[config.mk]
export PLATFORM = sky130hd
export DESIGN_NAME = tcc_core
export DESIGN_NICKNAME = d
export VERILOG_FILES = /design/src/hw/tcc_pkg.sv /design/src/hw/tcc_core.sv
export VERILOG_INCLUDE_DIRS = /design/src /design/src/hw
export SDC_FILE = /design/constraint.sdc
export NUM_CORES = 1
export LEC_CHECK = 0
export BUFFER_PORTS_ARGS = -buffer_cell sky130_fd_sc_hd__buf_2
export CELL_PAD_IN_SITES_DETAIL_PLACEMENT = 0
export CELL_PAD_IN_SITES_GLOBAL_PLACEMENT = 1
export CORE_AREA = 5 5 116 118
export CTS_BUF_LIST = sky130_fd_sc_hd__clkbuf_4
export DETAILED_ROUTE_END_ITERATION = 12
export DIE_AREA = 0 0 121 123
export GPL_ROUTABILITY_DRIVEN = 0
export PLACE_DENSITY_LB_ADDON = 0.1
export SLEW_MARGIN = 20
export SYNTH_ARGS = -nofsm -noshare
export SYNTH_HDL_FRONTEND = slang
export SYNTH_SLANG_ARGS = --single-unit
[constraint.sdc]
create_clock -name CLOCK -period 4.7 [get_ports CLOCK]
set_input_delay 0.94 -clock CLOCK [delete_from_list [all_inputs] [get_ports CLOCK]]
set_output_delay 0.94 -clock CLOCK [all_outputs]
set_load 0.005 [all_outputs]
[src/hw/tcc_consts.svh]
`ifndef TCC_CONSTS_SVH
`define TCC_CONSTS_SVH

// ----------------------------------------
// Register byte offsets
// ----------------------------------------
`define TCC_OFS_SC    4'h0
`define TCC_OFS_CNTH  4'h4
`define TCC_OFS_CNTL  4'h8
`define TCC_OFS_MOD   4'hC

// ----------------------------------------
// Status/control field positions
// ----------------------------------------
`define TCC_SC_OVF    7
`define TCC_SC_OIE    6
`define TCC_SC_CAS    5
`define TCC_SC_CKS_HI 4
`define TCC_SC_CKS_LO 3
`define TCC_SC_PS_HI  2
`define TCC_SC_PS_LO  0

// ----------------------------------------
// Clock source codes
// ----------------------------------------
`define TCC_CKS_OFF   2'h0
`define TCC_CKS_BUS   2'h1
`define TCC_CKS_FIX   2'h2
`define TCC_CKS_EXT   2'h3

// ----------------------------------------
// Reset values
// ----------------------------------------
`define TCC_SC_RST    8'h00
`define TCC_CNT_RST   16'h0000
`define TCC_MOD_RST   16'h0000

`endif

[src/hw/tcc_pkg.sv]
package tcc_pkg;

    // Bus handshake state, Gray along idle -> ack
    typedef enum logic {
        TCC_IDLE = 1'b0,
        TCC_ACK  = 1'b1
    } tcc_bus_e;

    // Decoded register select
    typedef enum logic [2:0] {
        TCC_SEL_NONE = 3'h0,
        TCC_SEL_SC   = 3'h1,
        TCC_SEL_CNTH = 3'h2,
        TCC_SEL_CNTL = 3'h3,
        TCC_SEL_MOD  = 3'h4
    } tcc_sel_e;

endpackage : tcc_pkg

[src/hw/tcc_core.sv]
// Notes on behaviour
// RQ1: Overflow flag sets when the counter wraps to zero after the modulo value.
// RQ2: Flag clears only by a status read with flag set, then a zero write.
// RQ3: An overflow between that read and write restarts the clear sequence.
// RQ4: Writing one to the flag leaves it; reset clears it.
// RQ5: Interrupt request is flag and enable together; reset clears enable.
// RQ6: Centre select off counts up only; on counts up and down.
// RQ7: Source 00 none, 01 bus, 10 fixed clock, 11 external.
// RQ8: Without a fixed clock the fixed selection acts like the bus clock.
// RQ9: External source is synchronised to the bus clock before use.
// RQ10: Prescale divides by two to the field value, 1 up to 128.
// RQ11: Prescaler divides whichever source is currently selected.
// RQ12: A new prescale value acts on the cycle after the register update.
// RQ13: Reading one counter byte latches both; the other comes from the latch.
// RQ14: Reset or any status write releases the counter read latch.
// RQ15: Any counter byte write clears the counter and the read latch.
// RQ16: Reset clears the whole counter.
// RQ17: In debug the counter holds and reads return the held value.
// RQ18: In debug counter reads leave the read latch state untouched.
// RQ19: In debug status or counter writes still release the read latch.
// RQ20: After the modulo value the count restarts at zero; modulo zero runs free.
// RQ21: Up/down mode counts to modulo, back to zero, and shows direction.
// RQ22: Count value and a one-cycle overflow event go to the channels.
//
// The register offsets and the Avalon-MM slave port were chosen for this implementation.
`include "tcc_consts.svh"
`timescale 1ns/100ps
`default_nettype none

module tcc_core #(
    parameter int CW            = 16,
    parameter int PSW           = 3,
    parameter bit HAS_FIXED_CLK = 1'b0
) (
    input  wire logic          CLOCK,
    input  wire logic          RST_N,
    input  wire logic [3:0]    AVS_ADDRESS,
    input  wire logic          AVS_READ,
    input  wire logic          AVS_WRITE,
    input  wire logic [31:0]   AVS_WRITEDATA,
    input  wire logic [3:0]    AVS_BYTEENABLE,
    output var  logic [31:0]   AVS_READDATA,
    output var  logic          AVS_WAITREQUEST,
    input  wire logic          DEBUG_ACTIVE,
    input  wire logic          FIXED_CLK_TICK,
    input  wire logic          EXT_CLK,
    output var  logic [CW-1:0] COUNT,
    output var  logic          COUNT_DOWN,
    output var  logic          OVERFLOW_EVENT,
    output var  logic          OVERFLOW_IRQ,
    output var  logic          CENTER_ALIGN
);

    localparam int PDW = (1 << PSW) - 1;

    // ----------------------------------------
    // Decode
    // ----------------------------------------
    function automatic tcc_pkg::tcc_sel_e dec(input logic [3:0] a);
        case (a)
            `TCC_OFS_SC:   dec = tcc_pkg::TCC_SEL_SC;
            `TCC_OFS_CNTH: dec = tcc_pkg::TCC_SEL_CNTH;
            `TCC_OFS_CNTL: dec = tcc_pkg::TCC_SEL_CNTL;
            `TCC_OFS_MOD:  dec = tcc_pkg::TCC_SEL_MOD;
            default:       dec = tcc_pkg::TCC_SEL_NONE;
        endcase
    endfunction : dec

    function automatic logic [7:0] pick(input logic [CW-1:0] v, input logic hi);
        pick = hi ? v[15:8] : v[7:0];
    endfunction : pick

    // ----------------------------------------
    // State
    // ----------------------------------------
    tcc_pkg::tcc_bus_e st_q, st_d;
    logic              wait_q, wait_d;
    logic [31:0]       rdat_q, rdat_d;
    logic              ovf_q, ovf_d;
    logic              arm_q, arm_d;
    logic              oie_q, oie_d;
    logic              cas_q, cas_d;
    logic [1:0]        cks_q, cks_d;
    logic [PSW-1:0]    ps_q, ps_d;
    logic [CW-1:0]     mod_q, mod_d;
    logic [CW-1:0]     cnt_q, cnt_d;
    logic              dir_q, dir_d;
    logic [PDW-1:0]    pre_q, pre_d;
    logic              lat_q, lat_d;
    logic              rem_hi_q, rem_hi_d;
    logic [CW-1:0]     buf_q, buf_d;
    logic              evt_q, evt_d;
    logic              irq_q, irq_d;
    logic              ext1_q, ext2_q, ext3_q;
    logic              fix_q;

    logic              take, take_rd, take_wr, wr_sc, wr_cnt, be0;
    tcc_pkg::tcc_sel_e sel;
    logic              src_tick, cnt_tick, wrap;
    logic [PDW-1:0]    pmask;
    logic [CW-1:0]     top;
    logic [7:0]        rbyte;

    // ----------------------------------------
    // Source select and prescale
    // ----------------------------------------
    always_comb begin
        src_tick = 1'b0;
        // RQ7 source select
        case (cks_q)
            `TCC_CKS_OFF: src_tick = 1'b0;
            `TCC_CKS_BUS: src_tick = 1'b1;
            // RQ8 fixed falls back
            `TCC_CKS_FIX: src_tick = HAS_FIXED_CLK ? (FIXED_CLK_TICK & ~fix_q) : 1'b1;
            // RQ9 synced edge
            `TCC_CKS_EXT: src_tick = ext2_q & ~ext3_q;
            default:      src_tick = 1'b0;
        endcase
        // RQ10 power of two
        pmask = PDW'((1 << ps_q) - 1);
        // RQ11 RQ17 gated tick
        cnt_tick = src_tick && ((pre_q & pmask) == pmask) && !DEBUG_ACTIVE;
        top = (mod_q == '0) ? '1 : mod_q;
    end

    // ----------------------------------------
    // Bus taking
    // ----------------------------------------
    always_comb begin
        take    = (AVS_READ || AVS_WRITE) && (st_q == tcc_pkg::TCC_IDLE);
        take_rd = take && AVS_READ;
        take_wr = take && AVS_WRITE;
        sel     = dec(AVS_ADDRESS);
        be0     = AVS_BYTEENABLE[0];
        wr_sc   = take_wr && be0 && (sel == tcc_pkg::TCC_SEL_SC);
        wr_cnt  = take_wr && be0 &&
                  (sel == tcc_pkg::TCC_SEL_CNTH || sel == tcc_pkg::TCC_SEL_CNTL);
    end

    // ----------------------------------------
    // Next state
    // ----------------------------------------
    always_comb begin
        st_d     = st_q;
        rdat_d   = rdat_q;
        ovf_d    = ovf_q;
        arm_d    = arm_q;
        oie_d    = oie_q;
        cas_d    = cas_q;
        cks_d    = cks_q;
        ps_d     = ps_q;
        mod_d    = mod_q;
        cnt_d    = cnt_q;
        dir_d    = dir_q;
        pre_d    = pre_q;
        lat_d    = lat_q;
        rem_hi_d = rem_hi_q;
        buf_d    = buf_q;
        wrap     = 1'b0;
        rbyte    = 8'h00;

        case (st_q)
            tcc_pkg::TCC_IDLE: if (take) st_d = tcc_pkg::TCC_ACK;
            tcc_pkg::TCC_ACK:  st_d = tcc_pkg::TCC_IDLE;
            default:           st_d = tcc_pkg::TCC_IDLE;
        endcase
        if (src_tick && !DEBUG_ACTIVE) pre_d = PDW'(pre_q + 1'b1);
        if (cnt_tick) begin
            if (!cas_q) begin
                // RQ20 modulo restart
                if (cnt_q == top) begin
                    cnt_d = '0;
                    wrap  = 1'b1;
                end else begin
                    cnt_d = CW'(cnt_q + 1'b1);
                end
                dir_d = 1'b0;
            end else if (!dir_q) begin
                // RQ21 up then down
                if (cnt_q >= top) begin
                    cnt_d = CW'(cnt_q - 1'b1);
                    dir_d = (cnt_q != CW'(1));
                    wrap  = (cnt_q == CW'(1));
                end else begin
                    cnt_d = CW'(cnt_q + 1'b1);
                end
            end else begin
                cnt_d = CW'(cnt_q - 1'b1);
                if (cnt_q == CW'(1)) begin
                    dir_d = 1'b0;
                    wrap  = 1'b1;
                end
            end
        end
        if (take_rd) begin
            case (sel)
                tcc_pkg::TCC_SEL_SC: begin
                    rdat_d = {24'h000000, ovf_q, oie_q, cas_q, cks_q, ps_q};
                    // RQ2 arm clear
                    if (ovf_q) arm_d = 1'b1;
                end
                tcc_pkg::TCC_SEL_CNTH, tcc_pkg::TCC_SEL_CNTL: begin
                    // RQ13 coherent pair
                    rbyte = lat_q ? pick(buf_q, sel == tcc_pkg::TCC_SEL_CNTH)
                                  : pick(cnt_q, sel == tcc_pkg::TCC_SEL_CNTH);
                    rdat_d = {24'h000000, rbyte};
                    // RQ18 debug keeps latch
                    if (!DEBUG_ACTIVE) begin
                        if (!lat_q) begin
                            lat_d    = 1'b1;
                            buf_d    = cnt_q;
                            rem_hi_d = (sel == tcc_pkg::TCC_SEL_CNTL);
                        end else if (rem_hi_q == (sel == tcc_pkg::TCC_SEL_CNTH)) begin
                            lat_d = 1'b0;
                        end
                    end
                end
                tcc_pkg::TCC_SEL_MOD: rdat_d = {16'h0000, mod_q};
                default:              rdat_d = 32'h00000000;
            endcase
        end
        if (wr_sc) begin
            // RQ2 qualified clear
            // RQ4 one is ignored
            if (arm_q && !AVS_WRITEDATA[`TCC_SC_OVF]) ovf_d = 1'b0;
            arm_d = 1'b0;
            // RQ5 enable bit
            oie_d = AVS_WRITEDATA[`TCC_SC_OIE];
            // RQ6 centre select
            cas_d = AVS_WRITEDATA[`TCC_SC_CAS];
            cks_d = AVS_WRITEDATA[`TCC_SC_CKS_HI:`TCC_SC_CKS_LO];
            // RQ12 prescale update
            ps_d  = AVS_WRITEDATA[`TCC_SC_PS_HI:`TCC_SC_PS_LO];
            // RQ14 RQ19 release latch
            lat_d = 1'b0;
        end
        if (take_wr && sel == tcc_pkg::TCC_SEL_MOD) begin
            if (AVS_BYTEENABLE[0]) mod_d[7:0]  = AVS_WRITEDATA[7:0];
            if (AVS_BYTEENABLE[1]) mod_d[15:8] = AVS_WRITEDATA[15:8];
        end
        if (wr_cnt) begin
            // RQ15 clear counter
            cnt_d = '0;
            dir_d = 1'b0;
            pre_d = '0;
            wrap  = 1'b0;
            // RQ19 release latch
            lat_d = 1'b0;
        end
        // RQ1 RQ3 set wins
        if (wrap) begin
            ovf_d = 1'b1;
            arm_d = 1'b0;
        end
        wait_d = (st_d != tcc_pkg::TCC_ACK);
        // RQ22 event pulse
        evt_d  = wrap;
        // RQ5 request level
        irq_d  = ovf_d && oie_d;
    end

    // ----------------------------------------
    // Registers
    // ----------------------------------------
    always_ff @(posedge CLOCK) begin
        if (!RST_N) begin
            st_q     <= tcc_pkg::TCC_IDLE;
            wait_q   <= 1'b1;
            rdat_q   <= 32'h00000000;
            ovf_q    <= 1'(`TCC_SC_RST >> `TCC_SC_OVF);
            arm_q    <= 1'b0;
            oie_q    <= 1'b0;
            cas_q    <= 1'b0;
            cks_q    <= `TCC_CKS_OFF;
            ps_q     <= '0;
            mod_q    <= `TCC_MOD_RST;
            // RQ16 reset clear
            cnt_q    <= `TCC_CNT_RST;
            dir_q    <= 1'b0;
            pre_q    <= '0;
            lat_q    <= 1'b0;
            rem_hi_q <= 1'b0;
            buf_q    <= `TCC_CNT_RST;
            evt_q    <= 1'b0;
            irq_q    <= 1'b0;
            ext1_q   <= 1'b0;
            ext2_q   <= 1'b0;
            ext3_q   <= 1'b0;
            fix_q    <= 1'b0;
        end else begin
            st_q     <= st_d;
            wait_q   <= wait_d;
            rdat_q   <= rdat_d;
            ovf_q    <= ovf_d;
            arm_q    <= arm_d;
            oie_q    <= oie_d;
            cas_q    <= cas_d;
            cks_q    <= cks_d;
            ps_q     <= ps_d;
            mod_q    <= mod_d;
            cnt_q    <= cnt_d;
            dir_q    <= dir_d;
            pre_q    <= pre_d;
            lat_q    <= lat_d;
            rem_hi_q <= rem_hi_d;
            buf_q    <= buf_d;
            evt_q    <= evt_d;
            irq_q    <= irq_d;
            // RQ9 two-flop sync
            ext1_q   <= EXT_CLK;
            ext2_q   <= ext1_q;
            ext3_q   <= ext2_q;
            fix_q    <= FIXED_CLK_TICK;
        end
    end

    assign AVS_READDATA    = rdat_q;
    assign AVS_WAITREQUEST = wait_q;
    assign COUNT           = cnt_q;
    assign COUNT_DOWN      = dir_q;
    assign OVERFLOW_EVENT  = evt_q;
    assign OVERFLOW_IRQ    = irq_q;
    assign CENTER_ALIGN    = cas_q;
endmodule : tcc_core

`default_nettype wire

# ---- Word level (Yosys, flattened, before mapping)
# Index checks and enable logic that the tools add are counted.
dict set report classes {
  n_eq_ne 15
  n_mux 30
  order_cmp 1
  n_shift 1
  reduce_logical 29
  add_sub_neg 4
  n_bitwise 8
}
# op n
set op_table {}
lappend op_table {{$mux W16} 5}
lappend op_table {{$pmux W16 S3} 1}
lappend op_table {{$mux W8} 3}
lappend op_table {{$mux W1} 18}
lappend op_table {{$add A16 B1 Y16 const B} 1}
lappend op_table {{$eq A16 B1 Y1 const B} 1}
lappend op_table {{$eq A16 B16 Y1} 1}
lappend op_table {{$ge A16 B16 Y1} 1}
lappend op_table {{$logic_not A16 Y1} 1}
lappend op_table {{$ne A16 B1 Y1 const B} 1}
lappend op_table {{$sub A16 B1 Y16 const B} 1}
lappend op_table {{$logic_and A1 B1 Y1} 12}
lappend op_table {{$pmux W3 S4} 1}
lappend op_table {{$eq A4 B4 Y1 const B} 2}
lappend op_table {{$add A7 B1 Y7 const B} 1}
lappend op_table {{$and A7 B7 Y7} 1}
lappend op_table {{$eq A7 B7 Y1} 1}
lappend op_table {{$shl A1 B3 Y7 const A} 1}
lappend op_table {{$sub A7 B2 Y7 const B} 1}
lappend op_table {{$eq A3 B2 Y1 const B} 2}
lappend op_table {{$not A1 Y1} 6}
lappend op_table {{$reduce_and A3 Y1} 2}
lappend op_table {{$reduce_or A2 Y1} 3}
lappend op_table {{$reduce_or A3 Y1} 2}
lappend op_table {{other kinds (15)} 19}
dict set report word_totals {
  register_bits 106
  word_cells 110
  inputBits 47
  out_inout_bits 53
}

# ---- Depth between registers and ports, before layout
dict set report depth {
  ltp_word 10
  ltp_mapped 15
  mapped_depth_nobuf 11
}

# ---- Worst setup path after synthesis
# Ideal clock, no wire load.
dict set report synth_timing {
  path_type {flip-flop to flip-flop}
  startpoint {register mod_q[11]}
  endpoint {register arm_q}
  setup_slack_ns 1.379
  path_stages_with_launch 14
  setup_time_ns 0.117
  required_ns 4.583
  t_arrival_ns 3.205
  period_less_slack_ns 3.321
  path_buffers 2
  cell_sequence {dfxtp_1 -> nor4_1 -> and4_1 -> clkbuf_1 -> clkbuf_1 -> nor2_1 -> ha_1 -> nor2b_1 -> o211ai_1 -> a2111o_1 -> o211ai_1 -> nand2_1 -> or4_1 -> and4b_1}
}
dict set report synth_via {
  elab_chain_len 9
  word_cells_on_any_way 11
  classes_between {order compare (1); eq/ne (1); mux (7); reduce/logical (2)}
}
# item line
set synth_rtl {}
lappend synth_rtl {{start, declared} tcc_core.sv:85} ;# logic [CW-1:0] mod_q, mod_d;
lappend synth_rtl {{start signal, assigned} tcc_core.sv:276} ;# mod_q <= `TCC_MOD_RST;
lappend synth_rtl {{start signal, assigned} tcc_core.sv:300} ;# mod_q <= mod_d;
lappend synth_rtl {{$logic_not A16 Y1} tcc_core.sv:123} ;# top = (mod_q == '0) ? '1 : mod_q;
lappend synth_rtl {{$mux W16 *} tcc_core.sv:123}
lappend synth_rtl {{$ge A16 B16 Y1} tcc_core.sv:180} ;# if (cnt_q >= top) begin
lappend synth_rtl {{$mux W1} tcc_core.sv:180}
lappend synth_rtl {{$mux W1} tcc_core.sv:178} ;# end else if (!dir_q) begin
lappend synth_rtl {{$mux W1 *} tcc_core.sv:169} ;# if (!cas_q) begin
lappend synth_rtl {{$mux W1 *} tcc_core.sv:168} ;# if (cnt_tick) begin
lappend synth_rtl {{$mux W1 *} tcc_core.sv:241} ;# if (wr_cnt) begin
lappend synth_rtl {{$reduce_or A3 Y1 (no source line) *} -}
lappend synth_rtl {{end signal, assigned} tcc_core.sv:295} ;# arm_q <= arm_d;
lappend synth_rtl {{end, declared} tcc_core.sv:80} ;# logic arm_q, arm_d;
# Every way passes the cells marked *; elsewhere a longest branch is shown, timed or not.
# A chain may end at the register's enable or synchronous reset.

# ---- Worst setup path in the final report
dict set report layout_timing {
  startpoint {register mod_q[9]}
  endpoint {register arm_q}
}
# The elaborated chain is that of the path after synthesis.

==> reports/summary.txt <==
Number of global-route vias before repair -> 4369
Vias -> 4698
Status -> complete, no violations
Slew @ Worst Pin -> 0.887 ns
Post-DP Area -> 5540 µm²
Beginning of the critical path -> mod_q[9]$_SDFFE_PN0P_
Final Hold Viols -> 0
Final hold slack -> 0.461 ns
CP Launch Type -> register
Synth Flop Type -> dfxtp_1
DRT Pass-1 Iters -> 5
Commonest non-fill, non-tap cells in the layout -> dfxtp_1, nand2_1, nor2_1
PwrDens -> 232 nW/µm²
Final setup margin -> 1.01 ns
Die Y -> 123 µm
Commonest non-fill, non-tap cell in the layout -> dfxtp_1
Number of flops mapped to enable cells by yosys -> 0
Starting Density -> 0.419
CP Cell Sequence -> nor4_1 > and4_1 > nor2_1 > ha_1 > nand4_1 > nor4_1 > or2_2 > nand2_1 > or4_1 > and4b_1
Final Cell Area -> 5670 µm²
Worst Setup EP -> arm_q$_SDFFE_PP0P_
Clk buf depth -> 2
Top delay family on crit path -> simple AND/OR/NAND/NOR gates
R2R setup slack -> 1.01 ns
Worst-Skew Late Latency -> 0.46 ns
Post-Syn Area per Cell -> 8.27 µm²
Setup Buffers After CTS -> 0
Reg2Reg Depth -> 10
Area of the multi-input gates -> 3040 µm²
Fmax -> 0.271 GHz
Peak VDD IR -> 0.130 mV
First-pass GRT wire length -> 23600 µm
Pin count of the biggest net entering global routing -> 54
CTS tree -> yes
# rows -> 41
Crit path required time -> 5.06 ns
Yosys warnings -> 0
Register area -> 1800 µm²
Max_cap viols -> 0
DR DRC count -> 0
Port bufs -> 64
Clock sink count -> 90
Sequential share of the synthesized area -> 0.347
Mapped Cells -> 627
Rel. slew slack -> 0.407
Hold Crit Start -> AVS_READDATA[13]$_SDFFE_PN0P_
Hpwl dp -> 11000 µm
Layout cells sized above 1 -> 0.174
Critical path fanouts, max -> 16
DP Worst Slack -> 1.06 ns
Critical path's most frequent cell -> nor4_1
R2R Path Start -> mod_q[9]$_SDFFE_PN0P_
CTS Buf Count -> 9
Die ar. -> 14900 µm²
Synthesized area -> 5180 µm²
Antenna violations before repair -> 0
Number of synthesized register bits -> 90
Setup TNS -> 0 ns
Fin crit share -> 0.785
Core area -> 12400 µm²
Final WL -> 15200 µm
Hold WC Path Type -> reg -> reg
Clock root buffer -> clkbuf_4
WP data arrival -> 4.05 ns
Hold-fix buffers, CTS -> 0
Setup Skew -> 0.0150 ns
Setup Viol. Count Final -> 0
# fillers -> 1294
R2R Path End -> arm_q$_SDFFE_PP0P_
Buf/Inv on CP -> 0
Nets -> 740
H-tree depth -> 3
Crit-path max cell delay -> 0.64 ns
Tot GR Track Use -> 0.205
DR vias/cell -> 5.55
Final min period -> 3.69 ns
DR WL/cell -> 17.9 µm
P&R area growth vs syn -> 9.36%
Cts repair resizes -> 0
Detailed Route Iter0 Violations -> 311
Netlist cell types -> 74
Die Width -> 121 µm
Top-Level Pins -> 100
Leakage power -> 0.00229 µW
Crit Path Class -> reg -> reg
Routed Antenna Nets -> 0
Final Max Tran Viols -> 0
Remaining Overflow, GRT -> 0
FFs w/ async S/R, synth -> 0
Diodes inserted -> 0
Worst-path clk slew -> 0.14 ns
Crit-path slowest cell -> or4_1
RSZ-0062 raised after global routing -> no
CP Capture Type -> register
WP depth -> 10
-- layout make-up --
cell class	count	share of cell area
Clock buffer	10	0.0132
Clock inverter	5	0.00993
Inverter	15	0.00993
Multi-Input combinational cell	476	0.536
Sequential cell	90	0.318
Tap cell	172	0.0380
Timing Repair Buffer	78	0.0750
-- state kept, by name (all words and copies together), names as in the netlist, 2 cells and up --
signal	cells
AVS_READDATA	16
COUNT	16
buf_q	16
cks_q	2
mod_q	16
pre_q	7
ps_q	3
-- per-layer routing --
metal,routed length (µm),vias up,track usage
met2,6960,128,0.322
met3,894,24,0.0398
li1,-,2301,-
met4,342,0,0.0836
met5,0,-,0
met1,6970,2245,0.279
-- power breakdown --
part | internal [µW] | switching, µW
combinational | 35.9 | 66.2
sequential | 770 | 5.61
clock | 165 | 271
-- worst min path at each step --
stage	slack [ns]	end	cells past startpoint
2_1_floorplan	0.41	ext2_q$_SDFF_PN0_	1
3_3_place_gp	0.42	ext2_q$_SDFF_PN0_	1
3_5_place_dp	0.43	ext2_q$_SDFF_PN0_	1
4_1_cts	0.46	AVS_READDATA[13]$_SDFFE_PN0P_	2
5_1_grt	0.48	ext2_q$_SDFF_PN0_	1
6_report	0.46	AVS_READDATA[13]$_SDFFE_PN0P_	2
-- Yosys cell counts, drive strengths merged, types with 3 or more instances --
master	number	area, µm²
mux2i	26	260
a41oi	4	35.0
ha	23	288
a31oi	5	31.3
nor4	8	56.3
nor2b	12	75.1
xor2	4	35.0
o21ai	23	115
nand3b	3	22.5
nor3	16	85.1
a22oi	3	22.5
inv	15	56.3
and2	9	57.6
or2	3	18.8
nand4	7	43.8
nand2	77	289
a211oi	6	55.1
or3	5	32.5
nor2	69	259
and3	10	62.6
a21oi	48	240
dfxtp	90	1800
nand3	21	105
xnor2	7	61.3
mux4	8	184
and4	6	53.8
buf	26	190
or4	5	45.0
nand2b	4	25.0
clkbuf	35	153
a221oi	12	105
-- worst reg2reg max path: stages, from the launching register on --
cell and delay (ns):
dfxtp_1 0.37, nor4_1 0.29, and4_1 0.57, nor2_1 0.09, ha_1 0.33, nand4_1 0.19
nor4_1 0.56, or2_2 0.25, nand2_1 0.07, or4_1 0.64, and4b_1 0.23
-- through the flow --
| stage | total power, µW | utilization | std cells |
|---|---|---|---|
| after floorplan | 861 | - | 642 |
| after global placement | 892 | 0.448 | 831 |
| after detailed placement | 894 | 0.448 | 831 |
| after CTS | 1330 | 0.459 | 846 |
| after global routing | 1370 | 0.459 | 846 |
| final | 1310 | 0.459 | 846 |
-- cells by family (layout without fill, tap and decap cells) --
| kind of cell | after synthesis | count (layout) | synth area share |
|---|---|---|---|
| simple gates | 262 | 262 | 0.250 |
| compound gates | 130 | 130 | 0.165 |
| flops | 90 | 90 | 0.347 |
| buf+inv | 76 | 108 | 0.0770 |
| mux | 34 | 34 | 0.0857 |
| fa+ha+maj | 23 | 23 | 0.0555 |
| xor+xnor | 11 | 11 | 0.0186 |
| other cells | 1 | 16 | 0.000723 |
No activity file was read; power rests on OpenSTA's default activity.
